--- src/include/opdec_defs.svh ---
// How it works
// - Destinations take register, direct or indirect; immediate and table only as sources.
// - Except plain moves, a destination operand is read before it is written.
// - The destination/source field picks data type, method and operands.
// - Working registers reachable by register mode, or directly/indirectly in RAM.
// - Internal RAM bytes 0 to 127 answer direct and indirect addressing.
// - Internal RAM bytes 128 to 255 are reached only indirectly.
// - A direct address 128 to 255 selects the special function space.
// - Auxiliary RAM 0 to 1791 only through the external move, never direct.
// - External data memory only indirectly, address taken from a pointer.
// - Table reads from program memory add index register to base register.
// - Bit address 8k plus n below 128 is bit n of RAM byte 20H plus k; from 128 up it is bit n of SFR byte 8k.
// - Four banks of eight registers fill RAM 0 to 31, one active.
// - Indirect internal RAM uses pointer register zero or one of active bank.
`ifndef OPDEC_DEFS_SVH
`define OPDEC_DEFS_SVH

// ***************************************************************
// Memory map limits.
// ***************************************************************
`define LOWER_RAM_TOP    8'h7f
`define SFR_BASE         8'h80
`define BIT_RAM_BASE     8'h20
`define BIT_SPACE_TOP    8'h7f
`define BANK_REGS        4'h8
`define AUX_RAM_TOP      16'h06ff
`define AUX_PAGE_INVALID 3'h7

// ***************************************************************
// Reset values.
// ***************************************************************
`define ADDR_RESET       16'h0000
`define BIT_POS_RESET    3'h0
`define PTR_ADDR_RESET   8'h00

`endif

--- src/include/opdec_pkg.sv ---
package opdec_pkg;

    // ***************************************************************
    // Addressing methods, operand roles and storage targets.
    // ***************************************************************
    typedef enum logic [2:0] {
        METHOD_REGISTER,
        METHOD_DIRECT,
        METHOD_REG_INDIRECT,
        METHOD_IMMEDIATE,
        METHOD_BASE_INDEX,
        METHOD_BIT
    } addr_method_t;

    typedef enum logic {
        ROLE_SOURCE,
        ROLE_DESTINATION
    } operand_role_t;

    typedef enum logic [2:0] {
        TARGET_NONE,
        TARGET_LOWER_RAM,
        TARGET_UPPER_RAM,
        TARGET_SFR,
        TARGET_AUX_RAM,
        TARGET_EXT_DATA,
        TARGET_PROG_MEM,
        TARGET_IMMEDIATE
    } mem_target_t;

    // ***************************************************************
    // Destination/source field handed over by instruction decode.
    // ***************************************************************
    typedef struct packed {
        logic          valid;
        operand_role_t role;
        addr_method_t  method;
        logic [7:0]    operand;
        logic          pointer_sel;
        logic          external_move_instruction;
        logic          ext_via_data_pointer;
        logic          base_is_pc;
        logic          plain_move;
    } operand_field_t;

    // ***************************************************************
    // Core state the decoder needs.
    // ***************************************************************
    typedef struct packed {
        logic [1:0]  active_bank;
        logic [7:0]  pointer_value;
        logic [15:0] data_pointer;
        logic [15:0] program_counter;
        logic [7:0]  index_value;
        logic [2:0]  aux_page;
        logic        aux_disable;
    } core_state_t;

    // ***************************************************************
    // Decoded operand access.
    // ***************************************************************
    typedef struct packed {
        logic        valid;
        mem_target_t target;
        logic [15:0] address;
        logic        bit_access;
        logic [2:0]  bit_pos;
        logic        read_en;
        logic        write_en;
        logic        illegal;
    } operand_access_t;

endpackage

--- src/operand_address_decoder.sv ---
`timescale 1ns/1ps
`default_nettype none
`include "opdec_defs.svh"

module operand_address_decoder (
    // Clock and reset.
    input  wire logic                     clk_sys_in,
    input  wire logic                     rst_in,
    // Operand request from instruction decode.
    input  wire opdec_pkg::operand_field_t field_in,
    input  wire opdec_pkg::core_state_t    state_in,
    // Decoded access towards the memories.
    output var  opdec_pkg::operand_access_t access_out,
    output var  logic [7:0]                pointer_addr_out
);
    import opdec_pkg::*;

    // ***************************************************************
    // Working values of the decode.
    // ***************************************************************
    operand_access_t access_d;
    operand_access_t access_q;
    logic [7:0]      pointer_addr_d;
    logic [7:0]      pointer_addr_q;
    logic            is_destination;
    logic            dest_legal;
    logic [7:0]      reg_ram_addr;
    logic [7:0]      bit_byte_addr;
    logic [10:0]     aux_page_addr;
    logic [15:0]     table_base;
    logic            dp_in_aux;
    logic            page_valid;
    logic            role_read;
    logic            role_write;

    // ***************************************************************
    // Per-method decode results.
    // ***************************************************************
    mem_target_t     reg_target;
    logic [15:0]     reg_addr;
    mem_target_t     dir_target;
    logic [15:0]     dir_addr;
    mem_target_t     ind_target;
    logic [15:0]     ind_addr;
    mem_target_t     ext_target;
    logic [15:0]     ext_addr;
    logic            ext_illegal;
    mem_target_t     imm_target;
    logic [15:0]     imm_addr;
    mem_target_t     tab_target;
    logic [15:0]     tab_addr;
    mem_target_t     bit_target;
    logic [15:0]     bit_addr;
    logic [2:0]      bit_pos;

    // ***************************************************************
    // Selected decode.
    // ***************************************************************
    mem_target_t     sel_target;
    logic [15:0]     sel_addr;
    logic            sel_illegal;
    logic            sel_bit;
    logic [2:0]      sel_bit_pos;
    logic            grant;

    // ***************************************************************
    // Address helpers.
    // ***************************************************************
    assign reg_ram_addr   = {3'h0, state_in.active_bank,
                             field_in.operand[2:0]};
    assign bit_byte_addr  = `BIT_RAM_BASE +
                            {4'h0, field_in.operand[6:3]};
    assign aux_page_addr  = {state_in.aux_page, state_in.pointer_value};
    assign table_base     = field_in.base_is_pc ? state_in.program_counter :
                                                  state_in.data_pointer;
    assign is_destination = (field_in.role == ROLE_DESTINATION);

    // ***************************************************************
    // Auxiliary RAM window checks.
    // ***************************************************************
    assign dp_in_aux  = !state_in.aux_disable &&
                        (state_in.data_pointer <= `AUX_RAM_TOP);
    assign page_valid = (state_in.aux_page != `AUX_PAGE_INVALID);

    // ***************************************************************
    // Destination legality.
    // ***************************************************************
    // Only register, direct, register-indirect and bit forms may be written.
    always_comb begin
        dest_legal = 1'b0;
        unique case (field_in.method)
            METHOD_REGISTER,
            METHOD_DIRECT,
            METHOD_REG_INDIRECT,
            METHOD_BIT: begin
                dest_legal = 1'b1;
            end
            METHOD_IMMEDIATE,
            METHOD_BASE_INDEX: begin
                dest_legal = !is_destination;
            end
            default: begin
                dest_legal = 1'b0;
            end
        endcase
    end

    // ***************************************************************
    // Register addressing.
    // ***************************************************************
    always_comb begin
        reg_target = TARGET_LOWER_RAM;
        reg_addr   = {8'h00, reg_ram_addr};
    end

    // ***************************************************************
    // Direct addressing.
    // ***************************************************************
    always_comb begin
        dir_addr = {8'h00, field_in.operand};
        if (field_in.operand <= `LOWER_RAM_TOP) begin
            dir_target = TARGET_LOWER_RAM;
        end else begin
            dir_target = TARGET_SFR;
        end
    end

    // ***************************************************************
    // Register-indirect addressing of internal RAM.
    // ***************************************************************
    always_comb begin
        ind_addr = {8'h00, state_in.pointer_value};
        if (state_in.pointer_value <= `LOWER_RAM_TOP) begin
            ind_target = TARGET_LOWER_RAM;
        end else begin
            ind_target = TARGET_UPPER_RAM;
        end
    end

    // ***************************************************************
    // External move routing.
    // ***************************************************************
    always_comb begin
        ext_illegal = 1'b0;
        ext_target  = TARGET_NONE;
        ext_addr    = `ADDR_RESET;
        if (field_in.ext_via_data_pointer) begin
            ext_addr = state_in.data_pointer;
            if (dp_in_aux) begin
                ext_target = TARGET_AUX_RAM;
            end else begin
                ext_target = TARGET_EXT_DATA;
            end
        end else if (state_in.aux_disable) begin
            ext_target = TARGET_EXT_DATA;
            ext_addr   = {8'h00, state_in.pointer_value};
        end else if (page_valid) begin
            ext_target = TARGET_AUX_RAM;
            ext_addr   = {5'h00, aux_page_addr};
        end else begin
            ext_illegal = 1'b1;
        end
    end

    // ***************************************************************
    // Immediate and table operands.
    // ***************************************************************
    always_comb begin
        imm_target = TARGET_IMMEDIATE;
        imm_addr   = {8'h00, field_in.operand};
        tab_target = TARGET_PROG_MEM;
        tab_addr   = 16'(table_base +
                         {8'h00, state_in.index_value});
    end

    // ***************************************************************
    // Bit addressing.
    // ***************************************************************
    always_comb begin
        bit_pos = field_in.operand[2:0];
        if (field_in.operand <= `BIT_SPACE_TOP) begin
            bit_target = TARGET_LOWER_RAM;
            bit_addr   = {8'h00, bit_byte_addr};
        end else begin
            bit_target = TARGET_SFR;
            bit_addr   = {8'h00, field_in.operand[7:3], 3'h0};
        end
    end

    // ***************************************************************
    // Method selection.
    // ***************************************************************
    always_comb begin
        sel_target  = TARGET_NONE;
        sel_addr    = `ADDR_RESET;
        sel_illegal = 1'b0;
        sel_bit     = 1'b0;
        sel_bit_pos = `BIT_POS_RESET;
        unique case (field_in.method)
            METHOD_REGISTER: begin
                sel_target = reg_target;
                sel_addr   = reg_addr;
            end
            METHOD_DIRECT: begin
                sel_target = dir_target;
                sel_addr   = dir_addr;
            end
            METHOD_REG_INDIRECT: begin
                if (field_in.external_move_instruction) begin
                    sel_target  = ext_target;
                    sel_addr    = ext_addr;
                    sel_illegal = ext_illegal;
                end else begin
                    sel_target = ind_target;
                    sel_addr   = ind_addr;
                end
            end
            METHOD_IMMEDIATE: begin
                sel_target = imm_target;
                sel_addr   = imm_addr;
            end
            METHOD_BASE_INDEX: begin
                sel_target = tab_target;
                sel_addr   = tab_addr;
            end
            METHOD_BIT: begin
                sel_target  = bit_target;
                sel_addr    = bit_addr;
                sel_bit     = 1'b1;
                sel_bit_pos = bit_pos;
            end
            default: begin
                sel_illegal = 1'b1;
            end
        endcase
        if (!dest_legal) begin
            sel_illegal = 1'b1;
        end
    end

    // ***************************************************************
    // Pointer register location.
    // ***************************************************************
    always_comb begin
        pointer_addr_d = pointer_addr_q;
        if (field_in.method == METHOD_REG_INDIRECT) begin
            pointer_addr_d = {3'h0, state_in.active_bank, 2'h0,
                              field_in.pointer_sel};
        end
    end

    // ***************************************************************
    // Operand roles.
    // ***************************************************************
    assign role_read  = !is_destination || !field_in.plain_move;
    assign role_write = is_destination;

    // ***************************************************************
    // Access assembly.
    // ***************************************************************
    assign grant = field_in.valid && !sel_illegal;

    always_comb begin
        access_d            = '0;
        access_d.valid      = field_in.valid;
        access_d.target     = sel_target;
        access_d.address    = sel_addr;
        access_d.bit_access = sel_bit;
        access_d.bit_pos    = sel_bit_pos;
        access_d.illegal    = field_in.valid && sel_illegal;
        access_d.read_en    = grant && role_read;
        access_d.write_en   = grant && role_write;
    end

    // ***************************************************************
    // Registered access result.
    // ***************************************************************
    always_ff @(posedge clk_sys_in) begin
        if (rst_in) begin
            access_q <= '0;
        end else begin
            access_q <= access_d;
        end
    end

    // ***************************************************************
    // Registered pointer register location.
    // ***************************************************************
    always_ff @(posedge clk_sys_in) begin
        if (rst_in) begin
            pointer_addr_q <= `PTR_ADDR_RESET;
        end else begin
            pointer_addr_q <= pointer_addr_d;
        end
    end

    // ***************************************************************
    // Outputs.
    // ***************************************************************
    assign access_out       = access_q;
    assign pointer_addr_out = pointer_addr_q;

endmodule
`default_nettype wire

--- config.mk ---
export PLATFORM = sky130hd
export DESIGN_NAME = operand_address_decoder
export DESIGN_NICKNAME = d
export VERILOG_FILES = /design/src/include/opdec_pkg.sv /design/src/operand_address_decoder.sv
export VERILOG_INCLUDE_DIRS = /design/src /design/src/include
export SDC_FILE = /design/constraint.sdc
export NUM_CORES = 1
export LEC_CHECK = 0
export ABC_AREA = 0
export BUFFER_PORTS_ARGS = -buffer_cell sky130_fd_sc_hd__buf_2
export CAP_MARGIN = 25
export CORE_MARGIN = 2
export CORE_UTILIZATION = 35
export DETAILED_ROUTE_END_ITERATION = 8
export SLEW_MARGIN = 20
export SYNTH_ARGS = -nofsm -noshare
export SYNTH_HDL_FRONTEND = slang
export SYNTH_SLANG_ARGS = --single-unit
export TNS_END_PERCENT = 100
--- constraint.sdc ---
create_clock -name clk_sys_in -period 3.7 [get_ports clk_sys_in]
set_input_delay 0.185 -clock clk_sys_in [delete_from_list [all_inputs] [get_ports clk_sys_in]]
set_output_delay 0.185 -clock clk_sys_in [all_outputs]
set_load 0.005 [all_outputs]
Word-level counts from Yosys, hierarchy flattened
Index checks and enable logic that the tools add are counted.

Flip-flop bits (word level): 30. Input bits: 74. Output and inout port bits: 35. Word-level logic and storage cells: 61.

Add/subtract/negate cells: 2. Order comparisons: 3. Equal/unequal tests: 6. Muxes and demuxes: 23. Bitwise operators: 1. Reduce and logical (&&, ||, !) cells: 17.

Operators with widths (count): $pmux 16 s5 (1); $mux 16 (3); $mux 11 (2); $add 16x8->16 (1); $le 16x11->1 const B (1); $le 8x7->1 const B (2); $pmux 3 s5 (1); $mux 3 (4); $mux 8 (1); $reduce_or 2->1 (4); $add 6x4->7 const A (1); $mux 1 (7); $eq 3x2->1 const B (2); $eq 3x3->1 const B (2); $logic_and 1x1->1 (5); $reduce_or 5->1 (1); $logic_not 1->1 (4); $mux 2 (2); $pmux 1 s2 (2); $reduce_or 4->1 (1); $eq 3x1->1 const B (1); $logic_not 3->1 (1); $ne 3x3->1 const B (1); $logic_or 1x1->1 (1); $not 1->1 (1).

Longest topological paths before layout
Gate-level depths: netlist of the first run.

Depth after elaboration: 10. Depth in mapped cells: 12.

Worst setup path after synthesis of the first run
Ideal clock, no wire load.

Path type: input to register. Start point: input field_in[1] (netlist bit). End point: register access_q (netlist bit access_out[15]). Data arrival time: 2.674 ns. Data required time: 3.638 ns. Path slack: 0.964 ns. Stages on the path: 12. Buffers on the path: 3. Cells stage by stage: buf_2 -> buf_2 -> buf_2 -> mux2_2 -> ha_1 -> inv_1 -> fa_1 -> nor2b_1 -> o2111a_1 -> o21a_1 -> or4_1 -> nand3_1.

Longest elaborated chain between the ends: 3.

Ends and longest elaborated chain: start, declared (line operand_address_decoder.sv:10) `input wire opdec_pkg::operand_field_t field_in,`; $mux 16 (line operand_address_decoder.sv:74) `assign table_base = field_in.base_is_pc ? state_in.program_counter :`; $add 16x8->16 (line operand_address_decoder.sv:172) `tab_addr = 16'(table_base +`; $pmux 16 s5 (line operand_address_decoder.sv:199) `unique case (field_in.method)`; end signal, assigned (line operand_address_decoder.sv:282) `access_q <= access_d;`; end, declared (line operand_address_decoder.sv:22) `operand_access_t access_q;`.

No other way between the ends. A chain may end at the register's enable or synchronous reset.

Worst setup path in the final report of the first run
Ends and elaborated chain as after synthesis.

==> results.txt, run 1 <==
The data arrival at the endpoint of the critical path is between 2 and 3 ns. The cell type of the slowest stage on the worst timing path is or4_1. Buffers inserted during clock tree synthesis total 5. The via count of the routed design came out at roughly 2.3k. The combined area of all synthesized cells came out at 2230 sq um. The startpoint identified for the worst hold timing path is field_in[7]. In this run the remaining antenna-violating nets after routing total 0. The worst-case register-to-register setup slack is between 3 and 4 ns. The worst hold slack is between 0.1 and 0.15 ns. The path class of the tightest hold or removal check is input pin to register.

Among all flip-flop cells after synthesis, the most frequent one is dfxtp_1. TritonCTS built the clock tree. The proportion of netlist area held by the largest area contributor is 26.9%. Clock-pin slew was measured on the worst setup and hold paths at approximately 0.07 ns.

The site row count is 29. The overall routing resource usage came out at 19.1%. After synthesis, the cell types taking the most area are dfxtp_1, mux2_2, mux2i_1. The reg-to-reg endpoint is pointer_addr_out[3]. The maximum single-stage delay on the critical path came out at between 0.5 and 0.6 ns. The worst setup path is of the input pin to register kind. The critical path contains buffers and inverters numbering 2 combined. Yosys mapped the design onto 56 distinct sky130hd cell types. The run finished with clean final reports. The initial antenna violation count came out at 0. The share of synthesized area occupied by flip-flops and latches is ~27%. The number of placed I/O pins is 109.

The proportion of layout cells with a drive suffix above 1 came out at a little under two fifths. The post-CTS setup-driven buffer insertion count is 0. The internal cell power is about 0.64 mW. For this design the ratio of total power to cell area is approximately 320 nW/um^2.

The largest fanout on the critical path is 24. STA classifies the critical path startpoint as an input pin. For the pin with the worst max-slew slack, the measured transition is 0.540 ns. Setup repair after global routing left no endpoint under its margin. The analysis attributes to net switching a power of about 0.27 mW.

The setup skew after layout came out at 0 ns. The number of search-and-repair iterations in the first detailed-routing pass is 5. Broken down by cell family, the worst path's largest delay share belongs to simple AND/OR/NAND/NOR gates. The startpoint identified for the worst register-to-register timing path is pointer_addr_out[3].

The combinational fraction of design power is between 20 and 30%. The sequential cell area came out at 601 sq um. The sum of negative setup slack came out at 0 ns.

At the worst endpoint, the required time is approximately 3.9 ns. The time the final worst path needs with I/O delays and setup is between 2 and 2.5 ns. The synthesis-to-finish area growth is 28.8%. The worst slew margin relative to its limit is between 60% and 70%. The overall die area came out at about 7000 sq um. 0 antenna diodes ended up in the layout.

The number of global-route vias before repair came to about 2.2k. The cts-stage hold buffer count came out at 0. The total of fill cells in the finished design is around 640.

The hold violation count in the final report is 0. STA classifies the critical path endpoint as a register. The maximum number of pins on one net before global-route repair came out at 25. The clock network accounts for 35.1% of the total power. The critical path goes through buf_2, mux2_2, ha_1, inv_1, fa_1, nor2b_1, o2111a_1, o21a_1, or4_1, nand3_1.

The clock tree buffer depth came out at 2. In this run, the number of DRC markers left after iteration 0 of detailed routing was 140. After detailed routing, the average wire length per cell comes to ~15 um. Of all flip-flops after synthesis, the portion carrying an async set or reset was 0%. After synthesis, the mean cell area works out to ~8.6 sq um. In this run the number of H-tree levels came out at 2. The residual DRC count came out at 0. In the synthesized netlist, the number of instances is roughly 260.

The weighted congestion at the end of routability-driven global placement came out at 0.837. The number of slew-limit violations in the final report is 0. The number of cells on the worst reg-to-reg path is 2. The placeable core area is ~6200 sq um. The number of cells upsized or downsized after cts came out at 0.

The vertical extent of the die is between 80 and 90 um. The number of enable flip-flop cells after synthesis came out at 0. The final net count came out at approximately 440. The clock latency on the worst-skew pair came out at 0.28 ns.

In the routed layout, each cell is associated on average with a via count of 5.35. The peak supply drop is ~160 uV. Setup violations remaining at the end of the flow were counted as 0.

The worst hold path terminates at access_out[5]. The register share of total power is roughly 37%. CTS saw 30 sinks.

The reported max-cap violation count came out at 0. In the finished design, the share of the clock period the worst path needs comes to approximately 67%. In this run the tool buffered the top-level ports with approximately 100 buffer cells. For this run, the top clock speed supported by timing is a little over 400 MHz.

The HPWL reported at the end of detailed placement came out at 5340 um. During synthesis, Yosys emitted a total of 0 warnings. The initial core utilization is between 30 and 40%. The number of cells on the worst hold path came out at 2. The switching share of total power is roughly 30%. The post-synthesis sequential element count came out at 30. For this run the aggregate overflow at the end of global routing stands at 0. The cell at the root of the clock tree is clkbuf_8.

Summed over all instances, the cell type with the most area after synthesis is dfxtp_1. The wire length after detailed routing came out at between 6000 and 7000 um. The first global-routing pass estimated 10800 um of wire. The footprint of the multi-input gates came out at between 1500 and 2000 sq um. The leakage power came out at 1.37 nW. The x dimension of the die came out at around 84 um.
==> state kept, by name (all words and copies together) (netlist names) <==
register	flops
access_out	27
pointer_addr_out	3
==> kinds of logic after synthesis <==
group | share of synthesized area [%]
xor gates and xnor gates | 3.14
adders and majority gates | 5.38
DFF | 26.9
other | 0.168
buffers and inverters | 5.38
muxes | 13.8
AOI/OAI and AO/OA | 23.2
and+or+nand+nor | 22.0
==> per-stage QoR <==
stage | cell area, sq um | std cells | power [mW] | utilization [%] | setup slack, ns
6_report | 2880 | 436 | 0.911 | 46.1 | 1.22
5_1_grt | 2880 | 436 | 0.959 | 46.1 | 1.06
4_1_cts | 2880 | 436 | 0.915 | 46.1 | 1.23
3_5_place_dp | 2770 | 428 | 0.597 | 44.3 | 0.927
3_3_place_gp | 2770 | 428 | 0.593 | 44.3 | 1.01
2_1_floorplan | 2250 | 265 | 0.507 | - | 0.964
==> worst max path at each step <==
stage / depth (start not counted) / end / start / slack, ns
after floorplan: 12 / access_out[15] / field_in[1] / 0.96
after global placement: 10 / access_out[15] / field_in[1] / 1.01
after detailed placement: 10 / access_out[15] / field_in[1] / 0.93
after CTS: 10 / access_out[15] / field_in[1] / 1.23
after global routing: 10 / access_out[15] / field_in[1] / 1.06
final: 10 / access_out[15] / field_in[1] / 1.22
==> metal layers <==
metal | share of wire [%] | global-route usage (%) | vias up
met3 | 5.2 | 3.66 | 12
met1 | 45 | 24.9 | 1082
met2 | 48 | 31.6 | 76
met4 | 1.7 | 6.60 | 0
li1 | - | - | 1163
met5 | 0 | 0 | -
==> power by group through the flow <==
stage | Sequential (mW) | Clock (mW) | Combinational (mW)
floorplan | 0.350 | 0 | 0.157
global placement | 0.348 | 0 | 0.246
detailed placement | 0.348 | 0 | 0.249
CTS | 0.341 | 0.325 | 0.250
global route | 0.341 | 0.340 | 0.277
finish | 0.341 | 0.319 | 0.251
==> layout by cell type, fill, tap and decap left out, drive strengths merged, types with 4 or more instances in the layout <==
cell / n
clkbuf: 8
o22ai: 4
mux2i: 14
a21oi: 13
o21ai: 10
dfxtp: 30
nand3: 10
ha: 8
nand2: 21
nor2: 13
and2: 5
and3: 5
nor3: 7
conb: 5
o21bai: 4
nor3b: 4
a221oi: 5
buf: 103
nor2b: 7
a21o: 8
mux2: 15
inv: 7
xnor2: 5
==> synthesized netlist by cell type (3+ instances only) <==
master,number
dfxtp_1,30
nand2b_1,3
inv_1,7
a22oi_1,3
nand3_1,10
nand2_1,20
nor3_1,7
o21bai_1,4
a21o_1,8
nor2_1,13
a221oi_1,5
and2_1,5
nand4_1,3
ha_1,8
o21ai_1,5
o21ai_0,5
mux2i_1,14
clkbuf_1,3
o211ai_1,3
and3_1,5
a2111oi_0,3
xnor2_1,5
buf_2,6
mux2_2,15
nor2b_1,7
o22ai_1,4
a21oi_1,13
xor2_1,3
buf_4,6
a31oi_1,3
==> area by class of cell <==
class                      instances  area share (%)
clock buffer                       8            3.83
inverter                           7           0.914
multi-input combinational        211            53.1
sequential                        30            20.9
tap                               77            3.35
timing repair buffer             103            17.9
(Power assumes the default switching activity.)
==> run 2, diff against run 1 <==
ABC_AREA = 1   (was 0)
clock period = 2.4 ns   (was 3.7 ns; I/O delays follow)
==> run 2 against run 1 <==
  * Die area up 1.2%
  * Cell count rose by 27%
  * Sequential share of layout area fell by 0.31 points
  * Largest cell class unchanged
  * Utilization increased by 0.16 points
  * Global-route usage rose by 1.1 points
==> results.txt, run 2 <==
The proportion of layout cells with a drive suffix above 1 came out at 26.8% (was 36.8%). The combined area of all synthesized cells is 2260 sq um (was 2230 sq um). The most congested layer reported by global routing was met2 (unchanged). The synthesis-to-finish area growth is 29.2% (was 28.8%). The met1 usage is 26.5% (was 24.9%). The number of buffers inserted by port buffering is 103 (unchanged). The overall routing resource usage came to 20.2% (was 19.1%).

The share of synthesized area occupied by flip-flops and latches is 26.6% (was 26.9%). The number of clock sinks was 30 (unchanged). The worst hold slack is 0.0127 ns (was 0.116 ns). The leakage power is 1.59 nW (was 1.37 nW). The time the final worst path needs with I/O delays and setup is 1.79 ns. The filler-free cell count of the finished design came to 554 (was 436). The post-synthesis sequential element count is 30 (unchanged).

The vertical extent of the die came out at 84.4 um (was 83.9 um). The clock latency on the worst-skew pair came out at 0.28 ns (about the same). RSZ-0062 raised after global routing: no (unchanged). The antenna cell count is 0 (unchanged). The path type of the worst min-delay path is input pin to register (unchanged). The post-CTS setup-driven buffer insertion count came out at 0 (unchanged). The cell type with the highest occurrence count on the critical path is nand2_1. Biggest area contributors in the synthesized netlist: dfxtp_1, nand2_1, nand3_1 (was dfxtp_1, mux2_2, mux2i_1). The startpoint kind of the worst setup timing path is an input pin (unchanged). The number of slew-limit violations in the final report came out at 0 (unchanged).

The cts-stage hold buffer count is 0 (unchanged). The count of cell instances traversed by the critical path is 15 (was 10). The number of search-and-repair iterations in the first detailed-routing pass is 5 (unchanged). The global-route met2 utilization came to 34.2% (was 31.6%).

The async set or reset register ratio after synthesis came out at 0% (unchanged). The type of destination of the critical path is a register (unchanged). The number of flip-flops in the largest register is 27 (unchanged). The via count of the routed design was 2678 (was 2333). The count of cells along the worst register-to-register path came to 2 (unchanged). The cell type of the slowest stage on the worst timing path is ha_1 (was or4_1). The residual DRC count came out at 0 (unchanged). The aggregate global routing overflow came out at 0 (unchanged). The reported max-cap violation count was 0 (unchanged). The most common flop cell mapped by yosys was dfxtp_1 (unchanged). The final setup violation count is 0 (unchanged).

The internal cell power came to 0.903 mW (was 0.640 mW). The final net count came out at 559 (was 441). The number of global-route vias before repair is 2529 (was 2211). The number of cells upsized or downsized after cts came out at 0 (unchanged). The clock tree buffer depth came to 2 (unchanged). The data arrival at the endpoint of the critical path is 2.01 ns (was 2.71 ns). The largest area contributor in the netlist is dfxtp_1 (unchanged).

The overall die area is 7110 sq um (was 7030 sq um). The final cell area excluding filler cells is 2920 sq um (was 2880 sq um). The HPWL reported at the end of detailed placement is 6080 um (was 5340 um). The most frequent standard cell in the layout excluding fill and tap cells is nand2_1 (was buf_2).

The number of enable flip-flop cells after synthesis was 0 (unchanged). The maximum frequency from static timing analysis is 558 MHz. The site row count is 29 (unchanged).

The sum of negative setup slack is 0 ns (unchanged). The maximum single-stage delay on the critical path is 0.29 ns (was 0.51 ns). The proportion of netlist area held by the largest area contributor is 26.6% (was 26.9%). The critical path buffer and inverter count is 3 (was 2). The number of nets with antenna violations after detailed routing came out at 0 (unchanged). The total placed instance area came out at 2820 sq um (was 2770 sq um). The worst slack at placement is 0.309 ns (was 0.927 ns).

The maximum number of pins on one net before global-route repair came out at 16 (was 25). The startpoint-to-endpoint class of the critical path is input pin to register (unchanged). Commonest cells after routing, fill and taps aside: nand2_1, buf_2, inv_1 (was buf_2, dfxtp_1, nand2_1). The switching share of total power came out at 32.8% (was 29.7%).

Most common library cells after synthesis: nand2_1, inv_1, nand3_1 (was dfxtp_1, nand2_1, mux2_2). The via-per-instance ratio is 4.83 (was 5.35). The number of cells in the design after placement came out at 546 (was 428). The clock network fraction of total power came to 31.7% (was 35.1%).

The required arrival time at the worst endpoint came out at 2.61 ns (was 3.93 ns). The number of levels in the clock H-tree came out at 2 (unchanged). Result of the run: finished, final reports clean (unchanged). The combinational fraction of design power came to 29.1% (was 27.5%). The peak supply drop came to 394 uV (was 161 uV). The number of cells on the worst hold path came out at 2 (unchanged). The largest fanout on the critical path is 15 (was 24). The wire length after detailed routing came out at 7190 um (was 6750 um). Ordered cell list for the critical path: buf_2, inv_2, or2_2, o21ai_0, inv_1, ha_1, nand2_1, nand2_1, nand3_1, nand2_1, nand2_1, nand2_1, nand3_1, nand3_1, a21oi_1 (was buf_2, mux2_2, ha_1, inv_1, fa_1, nor2b_1, o2111a_1, o21a_1, or4_1, nand3_1). The placeable core area is 6310 sq um (was 6240 sq um). The number of DRC violations after detailed-routing iteration 0 was 103 (was 140). The x dimension of the die is 84.4 um (was 83.9 um). The number of synthesis warnings is 0 (unchanged). The routed wirelength normalized by instance count is 13.0 um (was 15.5 um). The register share of total power is 39.2% (was 37.4%). The number of distinct standard cells referenced by the synthesized netlist is 34 (was 56). The initial antenna violation count came out at 0 (unchanged). The kind of cell adding the most delay to the critical path is simple AND/OR/NAND/NOR gates (unchanged). The register clock-pin slew on the reported worst setup and hold paths is 0.07 ns (about the same). The total CTS buffers is 5 (unchanged). The number of placed I/O pins was 109 (unchanged). The clock tree from TritonCTS was yes (unchanged). The total power density per cell area came out at 460 nW/um^2 (was 317 nW/um^2). The leading cell type by number of instances after synthesis is nand2_1 (was dfxtp_1). The average footprint of a synthesized cell came out at 6.09 sq um (was 8.55 sq um).

The initial core utilization came out at 35.8% (about the same). The setup skew after layout came out at 0 ns (unchanged). The worst setup margin is 0.608 ns (was 1.22 ns).

The routing usage on met3 is 3.44% (was 3.66%). The switching power total is 0.440 mW (was 0.270 mW). The first-pass GRT wire length came to 11700 um (was 10800 um). The hold violation count in the final report is 0 (unchanged). The fraction of the cycle the final worst path needs is between 70% and 80%.

The gate count after technology mapping is 371 (was 261). The cell at the root of the clock tree is clkbuf_8 (unchanged). The weighted congestion at the end of routability-driven global placement was 0.887 (was 0.837).
run 2: worst register-to-register path, cell delays in order (launching register included):
cell     delay, ns
dfxtp_1       0.31
o21ai_0       0.15
nor2_1        0.05
run 2: kinds of logic (layout without fill, tap and decap cells):
group	count (synthesis)	in the layout	synth area share, %
DFF	30	30	26.6
AOI/OAI and AO/OA	63	63	15.7
buffers and inverters	58	160	11.2
and+or+nand+nor	209	209	40.6
adders and majority gates	9	9	5.32
xor gates and xnor gates	1	1	0.388
other	1	5	0.166
run 2: power by group through the flow:
stage | Combinational (mW) | Sequential (mW) | Clock (mW)
6_report | 0.390 | 0.526 | 0.426
5_1_grt | 0.447 | 0.527 | 0.448
4_1_cts | 0.390 | 0.526 | 0.428
3_5_place_dp | 0.388 | 0.537 | 0
3_3_place_gp | 0.390 | 0.538 | 0
2_1_floorplan | 0.235 | 0.541 | 0
run 2: worst paths after layout:
check                           start             endpoint  slack, ns
setup / recovery          field_in[1]       access_out[22]       0.61
hold reg to reg   pointer_addr_out[0]  pointer_addr_out[0]       0.51
hold / removal            field_in[0]        access_out[2]       0.01
setup reg to reg  pointer_addr_out[3]  pointer_addr_out[3]       1.79
run 2: routing by layer:
metal | part of all wire (%) | up-vias
met5 | 0 | -
li1 | - | 1413
met4 | 1.3 | 0
met1 | 46 | 1169
met2 | 46 | 87
met3 | 7.0 | 9
run 2: layout make-up:
cell class	instances	area (sq um)
Fill cell	703	3390
Multi-Input combinational cell	287	1420
Sequential cell	30	601
Timing Repair Buffer	105	531
Inverter	47	176
Tap cell	77	96.3
Clock buffer	6	82.6
Clock inverter	2	12.5
run 2: per-stage QoR:
step / utilization (%) / total power, mW
2_1_floorplan: - / 0.776
3_3_place_gp: 44.7 / 0.928
3_5_place_dp: 44.7 / 0.925
4_1_cts: 46.2 / 1.34
5_1_grt: 46.2 / 1.42
6_report: 46.2 / 1.34
==> run 3, diff against run 2 <==
clock period = 1.8 ns   (was 2.4 ns; I/O delays follow)
==> run 3 against run 2 <==
  * The flow now finishes with violations (hold timing)
  * Setup slack got worse by 0.44 ns
  * Sequential power up 33%
  * Sequential cell count did not move
  * Non-clock buffer count rose by 21
  * Critical path type unchanged
==> results.txt, run 3 (same netlist as run 2, synthesis figures left out) <==
The first-pass GRT wire length came out at 12200 um (was 11700 um). The leakage power is 1.70 nW (was 1.59 nW). The startpoint-to-endpoint class of the critical path is input pin to register (unchanged). The filler-free cell count of the finished design is 575 (was 554).

The number of clock sinks came out at 30 (unchanged). The cell at the root of the clock tree is clkbuf_8 (unchanged). The site row count is 29 (unchanged). The proportion of layout cells with a drive suffix above 1 came out at 30.3% (was 26.8%). The cell type of the slowest stage on the worst timing path is fa_1 (was ha_1). The x dimension of the die was 84.4 um (unchanged). The vertical extent of the die was 84.4 um (unchanged). The clock tree buffer depth is 2 (unchanged). The maximum number of pins on one net before global-route repair is 14 (was 16). The total placed instance area is 2970 sq um (was 2820 sq um). The fraction of the cycle the final worst path needs is between 90% and 100%. The number of cells in the design after placement is 566 (was 546). The sequential cell area came out at 601 sq um (unchanged).

The largest fanout on the critical path came to 10 (was 15). The number of slew-limit violations in the final report came to 0 (unchanged). The via-per-instance ratio is 4.93 (was 4.83). RSZ-0062 raised after global routing: no (unchanged).

The overall routing resource usage is 21.3% (was 20.2%). The most frequent standard cell in the layout excluding fill and tap cells is nand2_1 (unchanged). The final setup violation count came out at 0 (unchanged). The maximum frequency from static timing analysis came out at between 600 and 700 MHz. Counting I/O delays and the setup requirement, the final critical path takes approximately 1.6 ns. Ordered cell list for the critical path: clkbuf_4, inv_2, or2_2, o21ai_0, buf_4, fa_1, inv_1, nand3_1, nand3_1, xnor2_1, nor2_1, nor3_1, nor2_1 (was buf_2, inv_2, or2_2, o21ai_0, inv_1, ha_1, nand2_1, nand2_1, nand3_1, nand2_1, nand2_1, nand2_1, nand3_1, nand3_1, a21oi_1). The HPWL reported at the end of detailed placement came out at 6380 um (was 6080 um). The aggregate global routing overflow was 0 (unchanged). The path type of the worst min-delay path is input pin to register (unchanged). The wire length after detailed routing came out at 7620 um (was 7190 um). The total design power is 1.98 mW (was 1.34 mW). The final cell area excluding filler cells is 3110 sq um (was 2920 sq um). The hold violation count in the final report is 1 (was 0). The synthesis-to-finish area growth is 37.4% (was 29.2%). The type of destination of the critical path is a register (unchanged). The via count of the routed design is 2834 (was 2678).

The checks that failed: hold timing. The routed wirelength normalized by instance count is 13.3 um (was 13.0 um). The antenna cell count is 0 (unchanged). The most congested layer reported by global routing was met2 (unchanged). The peak supply drop came to 345 uV (was 394 uV). The routing usage on met3 was 2.65% (was 3.44%). The register clock-pin slew on the reported worst setup and hold paths is 0.07 ns (about the same). The number of search-and-repair iterations in the first detailed-routing pass came out at 4 (was 5).

The number of placed I/O pins is 109 (unchanged). The number of global-route vias before repair was 2591 (was 2529). The initial antenna violation count is 0 (unchanged). The startpoint kind of the worst setup timing path is an input pin (unchanged). The required arrival time at the worst endpoint came out at 1.97 ns (was 2.61 ns). The initial core utilization was 35.8% (unchanged). The number of DRC violations after detailed-routing iteration 0 came out at 150 (was 103). The clock latency on the worst-skew pair came out at 0.29 ns (was 0.28 ns). The met1 usage is 28.9% (was 26.5%). The weighted congestion at the end of routability-driven global placement came to 0.876 (was 0.887). The maximum single-stage delay on the critical path was 0.37 ns (was 0.29 ns).

The final net count is 580 (was 559). The number of levels in the clock H-tree came out at 2 (unchanged). The total of fill cells in the finished design is 707 (was 703). The global-route met2 utilization came out at 35.8% (was 34.2%).

The clock tree from TritonCTS was yes (unchanged). The placeable core area came out at 6310 sq um (unchanged). The number of nets with antenna violations after detailed routing is 0 (unchanged). The total power density per cell area is 638 nW/um^2 (was 460 nW/um^2). The setup skew after layout is 0 ns (unchanged). The number of flip-flops in the largest register came out at 27 (unchanged).

The worst hold slack came to -0.00405 ns (was 0.0127 ns). The overall die area came out at 7110 sq um (unchanged). The data arrival at the endpoint of the critical path came out at 1.80 ns (was 2.01 ns).

The footprint of the multi-input gates is 1430 sq um (was 1420 sq um). Commonest cells after routing, fill and taps aside: nand2_1, buf_2, inv_1 (unchanged). The number of buffers inserted by port buffering was 103 (unchanged).

The reported max-cap violation count was 0 (unchanged). The residual DRC count is 0 (unchanged). Result of the run: finished, violations left (was finished, final reports clean).

The total CTS buffers came out at 5 (unchanged).
## run 3: layout make-up
type | count | area share, %
Clock buffer | 5 | 2.22
Clock inverter | 3 | 1.29
Inverter | 47 | 5.68
Multi-Input combinational cell | 287 | 46.1
Sequential cell | 30 | 19.3
Tap cell | 77 | 3.10
Timing Repair Buffer | 126 | 22.3
## run 3: worst max-delay path, delay by kind of cell
kind                       cells  cell delay (ns)
adders and majority gates      1             0.37
buffers and inverters          4             0.50
and+or+nand+nor                6             0.58
AOI/OAI and AO/OA              1             0.09
xor gates and xnor gates       1             0.17
## run 3: final timing paths
check	startpoint	to	slack, ns	cells after the start
hold / removal	field_in[16]	access_out[2]	-0.004	2
setup reg to reg	pointer_addr_out[0]	pointer_addr_out[0]	1.17	2
hold reg to reg	pointer_addr_out[4]	pointer_addr_out[4]	0.51	2
setup / recovery	field_in[1]	access_out[11]	0.17	13
## run 3: what timing repair did
item / 4_1_cts / 5_1_grt
setup buffers: 0 / 0
endpoints found under the hold margin: 1 / 0
resized for setup: 0 / 4
hold buffers: 1 / 0
setup endpoints to repair: 0 / 3
## run 3: per-stage QoR
step / setup TNS [ns] / setup slack, ns / util [%]
after floorplan: 0 / 0.00492 / -
after global placement: -0.711 / -0.127 / 47.1
after detailed placement: -1.02 / -0.152 / 47.1
after CTS: 0 / 0.139 / 49.0
after global routing: 0 / 0.000171 / 49.2
final: 0 / 0.170 / 49.2
## run 3: metal layers
layer | vias to the layer above | part of all wire (%)
li1 | 1453 | -
met1 | 1277 | 46
met2 | 98 | 47
met3 | 6 | 6.0
met4 | 0 | 1.1
met5 | - | 0
## run 3: power breakdown
part | leakage, nW | internal, mW | total (mW) | switching, mW
clock | 0.0579 | 0.407 | 0.686 | 0.279
sequential | 0.245 | 0.694 | 0.702 | 0.00783
combinational | 1.39 | 0.254 | 0.593 | 0.339
total | 1.70 | 1.35 | 1.98 | 0.626
